File: config.mk
export PLATFORM = sky130hd
export DESIGN_NAME = wwd_top
export DESIGN_NICKNAME = d
export VERILOG_FILES = /design/src/wwd_pkg.sv /design/src/wwd_prescaler.sv /design/src/wwd_counter.sv /design/src/wwd_top.sv
export VERILOG_INCLUDE_DIRS = /design/src /design/src/src
export SDC_FILE = /design/constraint.sdc
export NUM_CORES = 1
export LEC_CHECK = 0
export BUFFER_PORTS_ARGS = -buffer_cell sky130_fd_sc_hd__buf_4
export CORE_ASPECT_RATIO = 1.1
export CORE_MARGIN = 5
export CORE_UTILIZATION = 25
export CTS_CLUSTER_DIAMETER = 40
export DETAILED_ROUTE_END_ITERATION = 7
export PLACE_DENSITY = 0.52
export SLEW_MARGIN = 20
export SYNTH_ARGS = -nofsm -noshare
export SYNTH_HDL_FRONTEND = slang
export SYNTH_SLANG_ARGS = --single-unit
File: constraint.sdc
create_clock -name CORE_CLK -period 2.8 [get_ports CORE_CLK]
set_input_delay 0.56 -clock CORE_CLK [delete_from_list [all_inputs] [get_ports CORE_CLK]]
set_output_delay 0.56 -clock CORE_CLK [all_outputs]
set_load 0.02 [all_outputs]
File: src/wwd_consts.svh
// Purpose: constants for the windowed system watchdog
// Assumes: 50 MHz core clock, oscillator ticks arrive as one-cycle enables
// Notes: register offsets are word addresses on the plain register port
// Function
// - 12-bit down-counter clocked through a prescaler chosen by a 3-bit setting.
// - underflow without prior reload raises the system reset.
// - reload while count exceeds delta raises the system reset.
// - optional halt of the counter while the processor is in debug mode.
// - while write protection is on, configuration writes are ignored.
// - counter tick comes from internal or external low-speed oscillator, as selected.
`ifndef WWD_CONSTS_SVH
`define WWD_CONSTS_SVH
// ----------------------------------------
// register offsets
// ----------------------------------------
`define WWD_OFS_CTRL 4'h0
`define WWD_OFS_MODE 4'h1
`define WWD_OFS_RELOAD 4'h2
`define WWD_OFS_DELTA 4'h3
`define WWD_OFS_PROT 4'h4
`define WWD_OFS_COUNT 4'h5
`define WWD_OFS_STATUS 4'h6
// ----------------------------------------
// field values and resets
// ----------------------------------------
`define WWD_KEY_RELOAD 16'h5FA0
`define WWD_KEY_UNLOCK 16'h35CA
`define WWD_RST_RELOAD 12'hFFF
`define WWD_RST_DELTA 12'hFFF
`define WWD_RST_PRESC 3'h0
`define WWD_RESET_HOLD_NS 1000
`define WWD_CLK_NS 20
`define WWD_RESET_HOLD_CYC ((`WWD_RESET_HOLD_NS + `WWD_CLK_NS - 1) / `WWD_CLK_NS)
`endif

File: src/wwd_pkg.sv
// Purpose: types for the windowed system watchdog
// Assumes: nothing beyond the constants header
// Notes: mode word layout shared by core and register logic
package wwd_pkg;
   typedef struct packed {
      logic enable;
      logic debug_halt;
      logic use_external;
      logic [2:0] presc_sel;
   } wwd_mode_s;
   typedef enum logic [1:0] {WWD_IDLE, WWD_RUN, WWD_FIRE} wwd_state_e;
endpackage

File: src/wwd_prescaler.sv
// Purpose: divide the selected oscillator tick by 2^sel
// Assumes: tick inputs are one-cycle pulses in the core clock domain
// Notes: restart re-aligns the divider so a reload starts a full period, except that a hit in the restart cycle still pulses tick_out
`timescale 1ns/1ps
`include "wwd_consts.svh"
module wwd_prescaler
   import wwd_pkg::*;
(
   input wire logic clk,
   input wire logic arst_n,
   input wire logic tick_int,
   input wire logic tick_ext,
   input wire logic use_ext,
   input wire logic [2:0] sel,
   input wire logic run,
   input wire logic restart,
   output logic tick_out
);
   logic [6:0] div;
   wire src_tick = use_ext ? tick_ext : tick_int;
   wire [6:0] mask = 7'((8'h01 << sel) - 8'h01);
   wire hit = src_tick && run && ((div & mask) == mask);
   // ----------------------------------------
   // divider
   // ----------------------------------------
   // divider counter, cleared on restart
   always_ff @(posedge clk or negedge arst_n) begin
      if (!arst_n) begin
         div <= 7'h00;
         tick_out <= 1'b0;
      end else begin
         tick_out <= hit;
         if (restart)
            div <= 7'h00;
         else if (src_tick && run)
            div <= 7'(div + 7'h01);
      end
   end
endmodule

File: src/wwd_counter.sv
// Purpose: 12-bit down-counter with window check
// Assumes: tick is a one-cycle enable from the prescaler
// Notes: underflow means stepping below zero
`timescale 1ns/1ps
`include "wwd_consts.svh"
module wwd_counter
   import wwd_pkg::*;
(
   input wire logic clk,
   input wire logic arst_n,
   input wire logic tick,
   input wire logic load,
   input wire logic [11:0] reload_val,
   input wire logic [11:0] delta_val,
   output logic [11:0] count,
   output logic underflow,
   output logic early
);
   // early reload: count still above delta
   assign early = load && (count > delta_val);
   // count update, a reload wins over a tick in the same cycle
   always_ff @(posedge clk or negedge arst_n) begin
      if (!arst_n) begin
         count <= `WWD_RST_RELOAD;
         underflow <= 1'b0;
      end else begin
         underflow <= tick && !load && (count == 12'h000);
         if (load)
            count <= reload_val;
         else if (tick && count != 12'h000)
            count <= 12'(count - 12'h001);
      end
   end
endmodule

File: src/wwd_top.sv
// Purpose: windowed system watchdog with register port
// Assumes: single core clock; oscillator ticks are synchronous enables
// Notes: once enabled the watchdog cannot be turned off until system reset
`timescale 1ns/1ps
`include "wwd_consts.svh"
module wwd_top
   import wwd_pkg::*;
(
   input wire logic CORE_CLK,
   input wire logic ARST_N,
   input wire logic [3:0] ADDR,
   input wire logic [31:0] WDATA,
   input wire logic WR,
   input wire logic RD,
   output logic [31:0] RDATA,
   input wire logic LOW_SPEED_INTERNAL_OSC_TICK,
   input wire logic LOW_SPEED_EXTERNAL_OSC_TICK,
   input wire logic DEBUG_MODE,
   output logic SYS_RESET_N
);
   // ----------------------------------------
   // register state
   // ----------------------------------------
   wwd_mode_s mode;
   logic [11:0] reload_val;
   logic [11:0] delta_val;
   logic locked;
   logic cause_under;
   logic cause_early;
   wwd_state_e state;
   logic [7:0] hold_cnt;
   logic [11:0] count;
   logic tick;
   logic underflow;
   logic early;

   // ----------------------------------------
   // decode
   // ----------------------------------------
   // write decode; reload key works even while locked
   wire wr_ctrl = WR && (ADDR == `WWD_OFS_CTRL);
   wire do_reload = wr_ctrl && (WDATA[15:0] == `WWD_KEY_RELOAD) && mode.enable;
   wire cfg_ok = !locked;
   wire wr_mode = WR && (ADDR == `WWD_OFS_MODE) && cfg_ok;
   wire wr_reload = WR && (ADDR == `WWD_OFS_RELOAD) && cfg_ok;
   wire wr_delta = WR && (ADDR == `WWD_OFS_DELTA) && cfg_ok;
   wire wr_prot = WR && (ADDR == `WWD_OFS_PROT);
   // halt in debug only when the option is set
   wire run = mode.enable && !(mode.debug_halt && DEBUG_MODE);
   wire fire_early = early && state == WWD_RUN;
   wire fire_under = underflow && state == WWD_RUN;
   wire fire = fire_early || fire_under;
   wire valid_load = do_reload && !early;
   wire [31:0] rd_mux =
      (ADDR == `WWD_OFS_MODE) ? {26'h000_0000, mode} :
      (ADDR == `WWD_OFS_RELOAD) ? {20'h0_0000, reload_val} :
      (ADDR == `WWD_OFS_DELTA) ? {20'h0_0000, delta_val} :
      (ADDR == `WWD_OFS_PROT) ? {31'h0000_0000, locked} :
      (ADDR == `WWD_OFS_COUNT) ? {20'h0_0000, count} :
      (ADDR == `WWD_OFS_STATUS) ? {30'h0000_0000, cause_early, cause_under} :
      32'h0000_0000;

   // ----------------------------------------
   // submodules
   // ----------------------------------------
   // the prescaler restarts on a reload that is not early; the first step comes a full period later, or next cycle if a hit falls in the reload cycle
   wwd_prescaler u_presc (
      .clk(CORE_CLK),
      .arst_n(ARST_N),
      .tick_int(LOW_SPEED_INTERNAL_OSC_TICK),
      .tick_ext(LOW_SPEED_EXTERNAL_OSC_TICK),
      .use_ext(mode.use_external),
      .sel(mode.presc_sel),
      .run(run),
      .restart(valid_load),
      .tick_out(tick)
   );
   wwd_counter u_cnt (
      .clk(CORE_CLK),
      .arst_n(ARST_N),
      .tick(tick && run),
      .load(do_reload),
      .reload_val(reload_val),
      .delta_val(delta_val),
      .count(count),
      .underflow(underflow),
      .early(early)
   );

   // ----------------------------------------
   // configuration registers
   // ----------------------------------------
   // enable is sticky: software may set it but never clear it
   always_ff @(posedge CORE_CLK or negedge ARST_N) begin
      if (!ARST_N) begin
         mode <= '{enable: 1'b0, debug_halt: 1'b0, use_external: 1'b0,
                   presc_sel: `WWD_RST_PRESC};
         reload_val <= `WWD_RST_RELOAD;
         delta_val <= `WWD_RST_DELTA;
      end else begin
         if (wr_mode) begin
            mode.enable <= mode.enable | WDATA[5];
            mode.debug_halt <= WDATA[4];
            mode.use_external <= WDATA[3];
            mode.presc_sel <= WDATA[2:0];
         end
         if (wr_reload)
            reload_val <= WDATA[11:0];
         if (wr_delta)
            delta_val <= WDATA[11:0];
      end
   end

   // protection: unlock key clears, any other write relocks
   always_ff @(posedge CORE_CLK or negedge ARST_N) begin
      if (!ARST_N)
         locked <= 1'b0;
      else if (wr_prot)
         locked <= (WDATA[15:0] != `WWD_KEY_UNLOCK);
   end

   // ----------------------------------------
   // reset sequencer
   // ----------------------------------------
   // reset pulse stretched so slow logic downstream sees it; causes survive it
   always_ff @(posedge CORE_CLK or negedge ARST_N) begin
      if (!ARST_N) begin
         state <= WWD_IDLE;
         hold_cnt <= 8'h00;
         SYS_RESET_N <= 1'b1;
         cause_under <= 1'b0;
         cause_early <= 1'b0;
      end else begin
         unique case (state)
            WWD_IDLE: begin
               if (mode.enable)
                  state <= WWD_RUN;
            end
            WWD_RUN: begin
               if (fire) begin
                  state <= WWD_FIRE;
                  hold_cnt <= 8'(`WWD_RESET_HOLD_CYC - 1);
                  SYS_RESET_N <= 1'b0;
                  cause_under <= fire_under;
                  cause_early <= fire_early;
               end
            end
            WWD_FIRE: begin
               if (hold_cnt == 8'h00)
                  SYS_RESET_N <= 1'b1;
               else
                  hold_cnt <= 8'(hold_cnt - 8'h01);
            end
         endcase
      end
   end

   // read data, one cycle after the strobe
   always_ff @(posedge CORE_CLK or negedge ARST_N) begin
      if (!ARST_N)
         RDATA <= 32'h0000_0000;
      else
         RDATA <= RD ? rd_mux : 32'h0000_0000;
   end
endmodule

==> results.toml, run 1 <==
[run_status]
status = "completed"

[power]
p_switching_mw = 0.879
internal_power_mw = 2.31
switching_share_pct = 27.5
comb_power_share_pct = 16.7
powerDensity_nw_per_um2 = 622
clkPwrFrac_pct = 36.3
p_seq_share_pct = 47.0
p_leak_nw = 2.18
peakVddDrop_mv = 0.281

[yosys]
synth_area_sq_um = 4300
synth-main-ff-cell = "dfrtp_1"
netlist_instances = 447
post-synth-top-count-cell = "nor2_1"
seq_area_frac_synth_pct = 45.9
synth_edf_count = 0
yosys_warnings = 0
synth.top_cells.by_count = "54 x nor2_1, 48 x nand2_1, 40 x dfrtp_1"
ys_ff_latch = 77
synth_top_cell_area_share_pct = 23.3
yosys.cell_types.count = 53
yosysTopAreaCell = "dfrtp_1"
yosys-top-cells-area = "dfrtp_1 23%, dfstp_2 23%, mux2_2 5.0%"
avgSynthCellArea_sq_um = 9.61
async_flop_share_pct = 100

[worst_hold_path]
hp-class = "primary input to asynchronous set/reset pin"

[placement]
io_buffers = 39
hpwl_microns = 8500
post_dp_cell_area_sq_um = 4840
gp_congestion = 0.846

[clocking]
clock-root-buffer = "clkbuf_16"
numClockSinks = 77
post_cts_resized = 0
cts_made_buffers = 9
cts_setup_buffers = 0
cts_buffer_depth = 2
cts_htree_levels = 3
cts.clk_slew.worst_paths_ns = 0.06
cts_tree = "built"
holdBufCountCts = 0
clk_latency_ns = 0.33

[setup_path]
required_ns = 3.02
cp.arrival_ns = 2.42
worst_setup_path_start_kind = "flop"
crit_chain = "inv_1 > ha_1 > a21oi_1 > nand2_1 > a21oi_1 > a311o_4 > nand3_4 > a22o_1"
critical_path.most_common_cell = "a21oi_1"
crit_type = "flop to flop"
r2r.worst_path.cells = 8
cp_max_fo = 7
slowest_stage = "dfstp_2"
max_stage_delay_ns = 0.53
critPathCaptureType = "flop"

[finish]
fin_area_sq_um = 5130
syn_to_final_growth_pct = 19.5
drive_gt1_share_pct = 25.3
antenna_cells = 0
nFillCells = 1770
nets = 556

[run]
max_cap_violations = 0

[global_route]
grt_pass1_wl_microns = 19000
antenna_found_initial = 0
grt_overflow = 0
track_usage_pct = 12.0
grt_max_degree = 43
grt_pass1_vias = 3554

[die]
rows = 50
chipWidth_microns = 135
coreArea_sq_um = 17000
initial_core_util_pct = 25.3
die_area_sq_um = 19900
die_h_microns = 147
num_io_pins = 76

[timing]
fin_setup_tns_ns = 0
fin_skew_ns = 0.00657
fmaxAchievable_mhz = 454
worst_pin_slew_ns = 0.555
setup_violations = 0
finalCritPeriodShare_pct = 78.7
slew_violations = 0
fin_crit_ns = 2.20
hold_viol = 0
maxSlewHeadroom_pct = 63.0
rsz0062_at_grt = "false"

[drt]
met2_length_microns = 5330
dr_wl_met3_microns = 446
highest_layer = "met4"
wl_met1_microns = 5410
drt-total-wl_microns = 11500
drtIter0Drc = 161
dr.pass1.iters = 4
avgRoutedWirePerCell_microns = 15.6
viasPerCell = 4.69
post-route-drc-count = 0
ant_nets = 0
vias = 3450
layout make-up:
class,instances,area [sq um],share of cell area (%)
clock buffers,14,254,4.95
clock inverters,2,35.0,0.683
inverters,19,71.3,1.39
multi-input cells,340,2130,41.5
flip-flops and latches,77,1970,38.5
well taps,234,293,5.71
repair buffers,50,375,7.32
metal layers:
| layer | up-vias | GRT usage (%) |
|---|---|---|
| met3 | 15 | 1.63 |
| met4 | 0 | 5.14 |
| met2 | 112 | 19.2 |
| li1 | 1637 | - |
| met1 | 1686 | 16.3 |
| met5 | - | 0 |
sequential cells by signal, summed over array words and instances (netlist names), 2 cells and up:
name / cells
RDATA: 12
delta_val: 12
hold_cnt: 8
mode: 6
reload_val: 12
state: 2
u_cnt.count: 12
u_presc.div: 7
cell families after synthesis:
family,synth area share (%)
compound gates,13.3
xor+xnor,2.85
fa+ha+maj,4.66
buf+inv,6.15
flops,45.9
mux,8.01
other cells,0.0873
simple gates,19.0
path summary, 6_finish.rpt:
path	slack, ns	startpoint	end
setup reg to reg	0.60	delta_val[10]$_DFFE_PN1P_	hold_cnt[4]$_DFFE_PN0P_
setup / recovery	0.60	delta_val[10]$_DFFE_PN1P_	hold_cnt[4]$_DFFE_PN0P_
hold / removal	0.22	ARST_N	RDATA[6]$_DFF_PN0_
min in group CORE_CLK	0.47	WDATA[10]	delta_val[10]$_DFFE_PN1P_
hold reg to reg	0.49	reload_val[8]$_DFFE_PN1P_	u_cnt.count[8]$_DFFE_PN1P_
max in group asynchronous	1.84	ARST_N	u_cnt.count[0]$_DFFE_PN1P_
worst max-delay path: cells and delay by family (launching register included):
family | cells | cell delay (ns)
AO/OA/AOI/OAI | 4 | 0.99
buffers and inverters | 1 | 0.05
AND/OR/NAND/NOR | 2 | 0.20
flip-flops | 1 | 0.53
adder cells (fa/ha/maj) | 1 | 0.32
layout by cell type (no fill, tap or decap), types with 2 or more instances in the layout:
master | synthesis | final
o22ai_1 | 3 | 3
dfstp_2 | 37 | 37
clkbuf_1 | 7 | 4
nor2_1 | 54 | 54
clkbuf_16 | 0 | 9
nor2b_1 | 8 | 8
o211ai_1 | 3 | 3
or3_1 | 3 | 3
nand2b_1 | 6 | 6
nand3_1 | 6 | 6
buf_4 | 21 | 50
a22oi_1 | 4 | 4
o32ai_1 | 2 | 2
xnor2_1 | 9 | 9
nor3_1 | 13 | 13
o21ai_0 | 31 | 31
dfrtp_1 | 40 | 40
a22o_1 | 3 | 3
nor4_1 | 4 | 4
nand4_1 | 7 | 7
a21oi_1 | 25 | 25
a31o_2 | 2 | 2
and2_1 | 3 | 3
ha_1 | 16 | 16
a31oi_1 | 5 | 5
mux2i_1 | 13 | 13
xor2_1 | 5 | 5
inv_1 | 19 | 19
nor4bb_1 | 3 | 3
nand2_1 | 48 | 48
conb_1 | 1 | 20
mux2_2 | 19 | 19
o21ai_1 | 2 | 2
and4b_1 | 2 | 2
and3_1 | 3 | 3
nor4b_1 | 2 | 2
metrics by stage:
step	total power, mW	setup WS (ns)	instances	hold WS, ns	util [%]
2_1_floorplan	1.86	0.594	466	0.264	-
3_3_place_gp	2.03	0.326	720	0.477	28.6
3_5_place_dp	2.05	0.290	720	0.481	28.6
4_1_cts	3.23	0.613	736	0.237	30.3
5_1_grt	3.37	0.358	736	0.264	30.3
6_report	3.19	0.597	736	0.219	30.3
power groups by stage:
stage	Sequential (mW)	Clock, mW	Combinational (mW)
after CTS	1.50	1.19	0.542
after global placement	1.51	0	0.522
after global routing	1.53	1.23	0.610
after floorplan	1.47	0	0.385
after detailed placement	1.51	0	0.537
final	1.50	1.16	0.534
No activity file was read; power rests on OpenSTA's default activity.
==> run 2, diff against run 1 <==
==> constraint.sdc (replaced) <==
create_clock -name CORE_CLK -period 2.2 [get_ports CORE_CLK]
set_input_delay 0.44 -clock CORE_CLK [delete_from_list [all_inputs] [get_ports CORE_CLK]]
set_output_delay 0.44 -clock CORE_CLK [all_outputs]
set_load 0.02 [all_outputs]
==> run 2 against run 1 <==
Against the previous run: combinational power increased by 39%; first-iteration DRC count unchanged; die area unchanged; critical endpoint is now hold_cnt[0]$_DFFE_PN0P_; largest power group unchanged.
==> results.toml, run 2 (synthesis gave the netlist of run 1 again) <==
[die]
rows = 50
initial_core_util_pct = 25.3
chipWidth_microns = 135
num_io_pins = 76
die_h_microns = 147
coreArea_sq_um = 17000
die_area_sq_um = 19900

[global_route]
grt_max_degree = 38
grt_pass1_wl_microns = 18700
antenna_found_initial = 0
grtUsageMet1_pct = 15.7
grtUsageMet2_pct = 19.3
grt_pass1_vias = 3515
track_usage_pct = 11.9
grt_overflow = 0
grt_busiest_layer = "met2"
grtUsageMet3_pct = 2.28

[power]
p_leak_nw = 2.26
p_seq_share_pct = 45.4
peakVddDrop_mv = 0.315
powerDensity_nw_per_um2 = 791
clkPwrFrac_pct = 36.9
internal_power_mw = 3.05
comb_power_share_pct = 17.7
switching_share_pct = 27.5
p_switching_mw = 1.16

[timing]
worst_pin_slew_ns = 0.509
fin_skew_ns = 0.00810
maxSlewHeadroom_pct = 66.1
setup_violations = 0
holdWs_ns = 0.0936
hold_viol = 0
finalCritPeriodShare_pct = 97.8
fmaxAchievable_mhz = 465
rsz0062_at_grt = "true"
fin_crit_ns = 2.15
slew_violations = 0

[clocking]
cts_tree = "built"
cts_buffer_depth = 2
cts_htree_levels = 3
cts.clk_slew.worst_paths_ns = 0.06
clock-root-buffer = "clkbuf_16"
clk_latency_ns = 0.33
cts_made_buffers = 9
numClockSinks = 77
holdBufCountCts = 0

[setup_path]
critPathCaptureType = "flop"
slowest_stage = "dfstp_2"
crit_type = "flop to flop"
cp_max_fo = 7
max_stage_delay_ns = 0.53
required_ns = 2.42
cp.arrival_ns = 2.37
crit_chain = "inv_1 > ha_4 > nand4_1 > nor3_1 > a311o_4 > nand3_4 > a22o_1"
worst_setup_path_start_kind = "flop"

[finish]
fin_area_sq_um = 5320
antenna_cells = 0
layout_commonest_cell = "buf_4"
syn_to_final_growth_pct = 23.7
mostFrequentLayoutCells = "61 x buf_4, 54 x nor2_1, 48 x nand2_1"
nets = 568
drive_gt1_share_pct = 28.8

[drt]
viasPerCell = 4.55
dr.pass1.iters = 6
vias = 3406
post-route-drc-count = 0
drt-total-wl_microns = 11700
avgRoutedWirePerCell_microns = 15.7
drtIter0Drc = 161
ant_nets = 0

[placement]
io_buffers = 39
hpwl_microns = 8670
post_dp_cell_area_sq_um = 4940
gp_congestion = 0.811

[worst_hold_path]
hp-class = "primary input to asynchronous set/reset pin"

[run]
max_cap_violations = 0

[run_status]
status = "completed"
==> run 2: per-stage QoR <==
step	setup WS (ns)	TNS (ns)	power [mW]	util, %	instances
global placement	-0.0803	-0.629	2.61	29.1	731
CTS	0.0341	0	4.22	31.0	747
floorplan	0.114	0	2.37	-	466
detailed placement	-0.122	-1.23	2.63	29.1	731
global route	-0.0934	-0.399	4.43	31.4	748
finish	0.0479	0	4.21	31.4	748
==> run 2: final cells by class <==
class | instances | area (sq um)
timing repair buffer | 62 | 478
tap | 234 | 293
fill | 1777 | 11600
clock inverter | 3 | 42.5
inverter | 19 | 71.3
multi-input combinational | 340 | 2190
clock buffer | 13 | 272
sequential | 77 | 1970
==> run 2: power groups by stage <==
stage	registers (mW)	logic (mW)	clock network, mW
2_1_floorplan	1.88	0.490	0
3_3_place_gp	1.92	0.688	0
3_5_place_dp	1.93	0.709	0
4_1_cts	1.91	0.716	1.59
5_1_grt	1.94	0.842	1.65
6_report	1.91	0.744	1.55
==> run 2: path summary, 6_finish.rpt <==
path	endpoint	cells past startpoint	from	slack, ns
worst max-delay path	hold_cnt[0]$_DFFE_PN0P_	7	delta_val[10]$_DFFE_PN1P_	0.05
worst min-delay path	RDATA[3]$_DFF_PN0_	1	ARST_N	0.09
worst max register to register	hold_cnt[0]$_DFFE_PN0P_	7	delta_val[10]$_DFFE_PN1P_	0.05
worst min register to register	u_cnt.count[8]$_DFFE_PN1P_	2	reload_val[8]$_DFFE_PN1P_	0.49
max in group asynchronous	delta_val[11]$_DFFE_PN1P_	2	ARST_N	1.47
min in group CORE_CLK	delta_val[10]$_DFFE_PN1P_	3	WDATA[10]	0.35
==> run 2: per-layer routing <==
metal,vias up,share of wire [%]
met5,-,0
li1,1660,-
met2,82,48
met3,15,4.7
met1,1649,44
met4,0,2.6
==> run 2: repair_timing <==
action,CTS,global route
endpoints found under the setup margin,0,9
setup buffers,0,1
resized for setup,0,8
==> run 2: critical path: cells and delay by family (launching register included) <==
family	cells	cell delay (ns)
flip-flops	1	0.53
AO/OA/AOI/OAI	2	0.47
buffers and inverters	1	0.08
adder cells (fa/ha/maj)	1	0.28
AND/OR/NAND/NOR	3	0.69
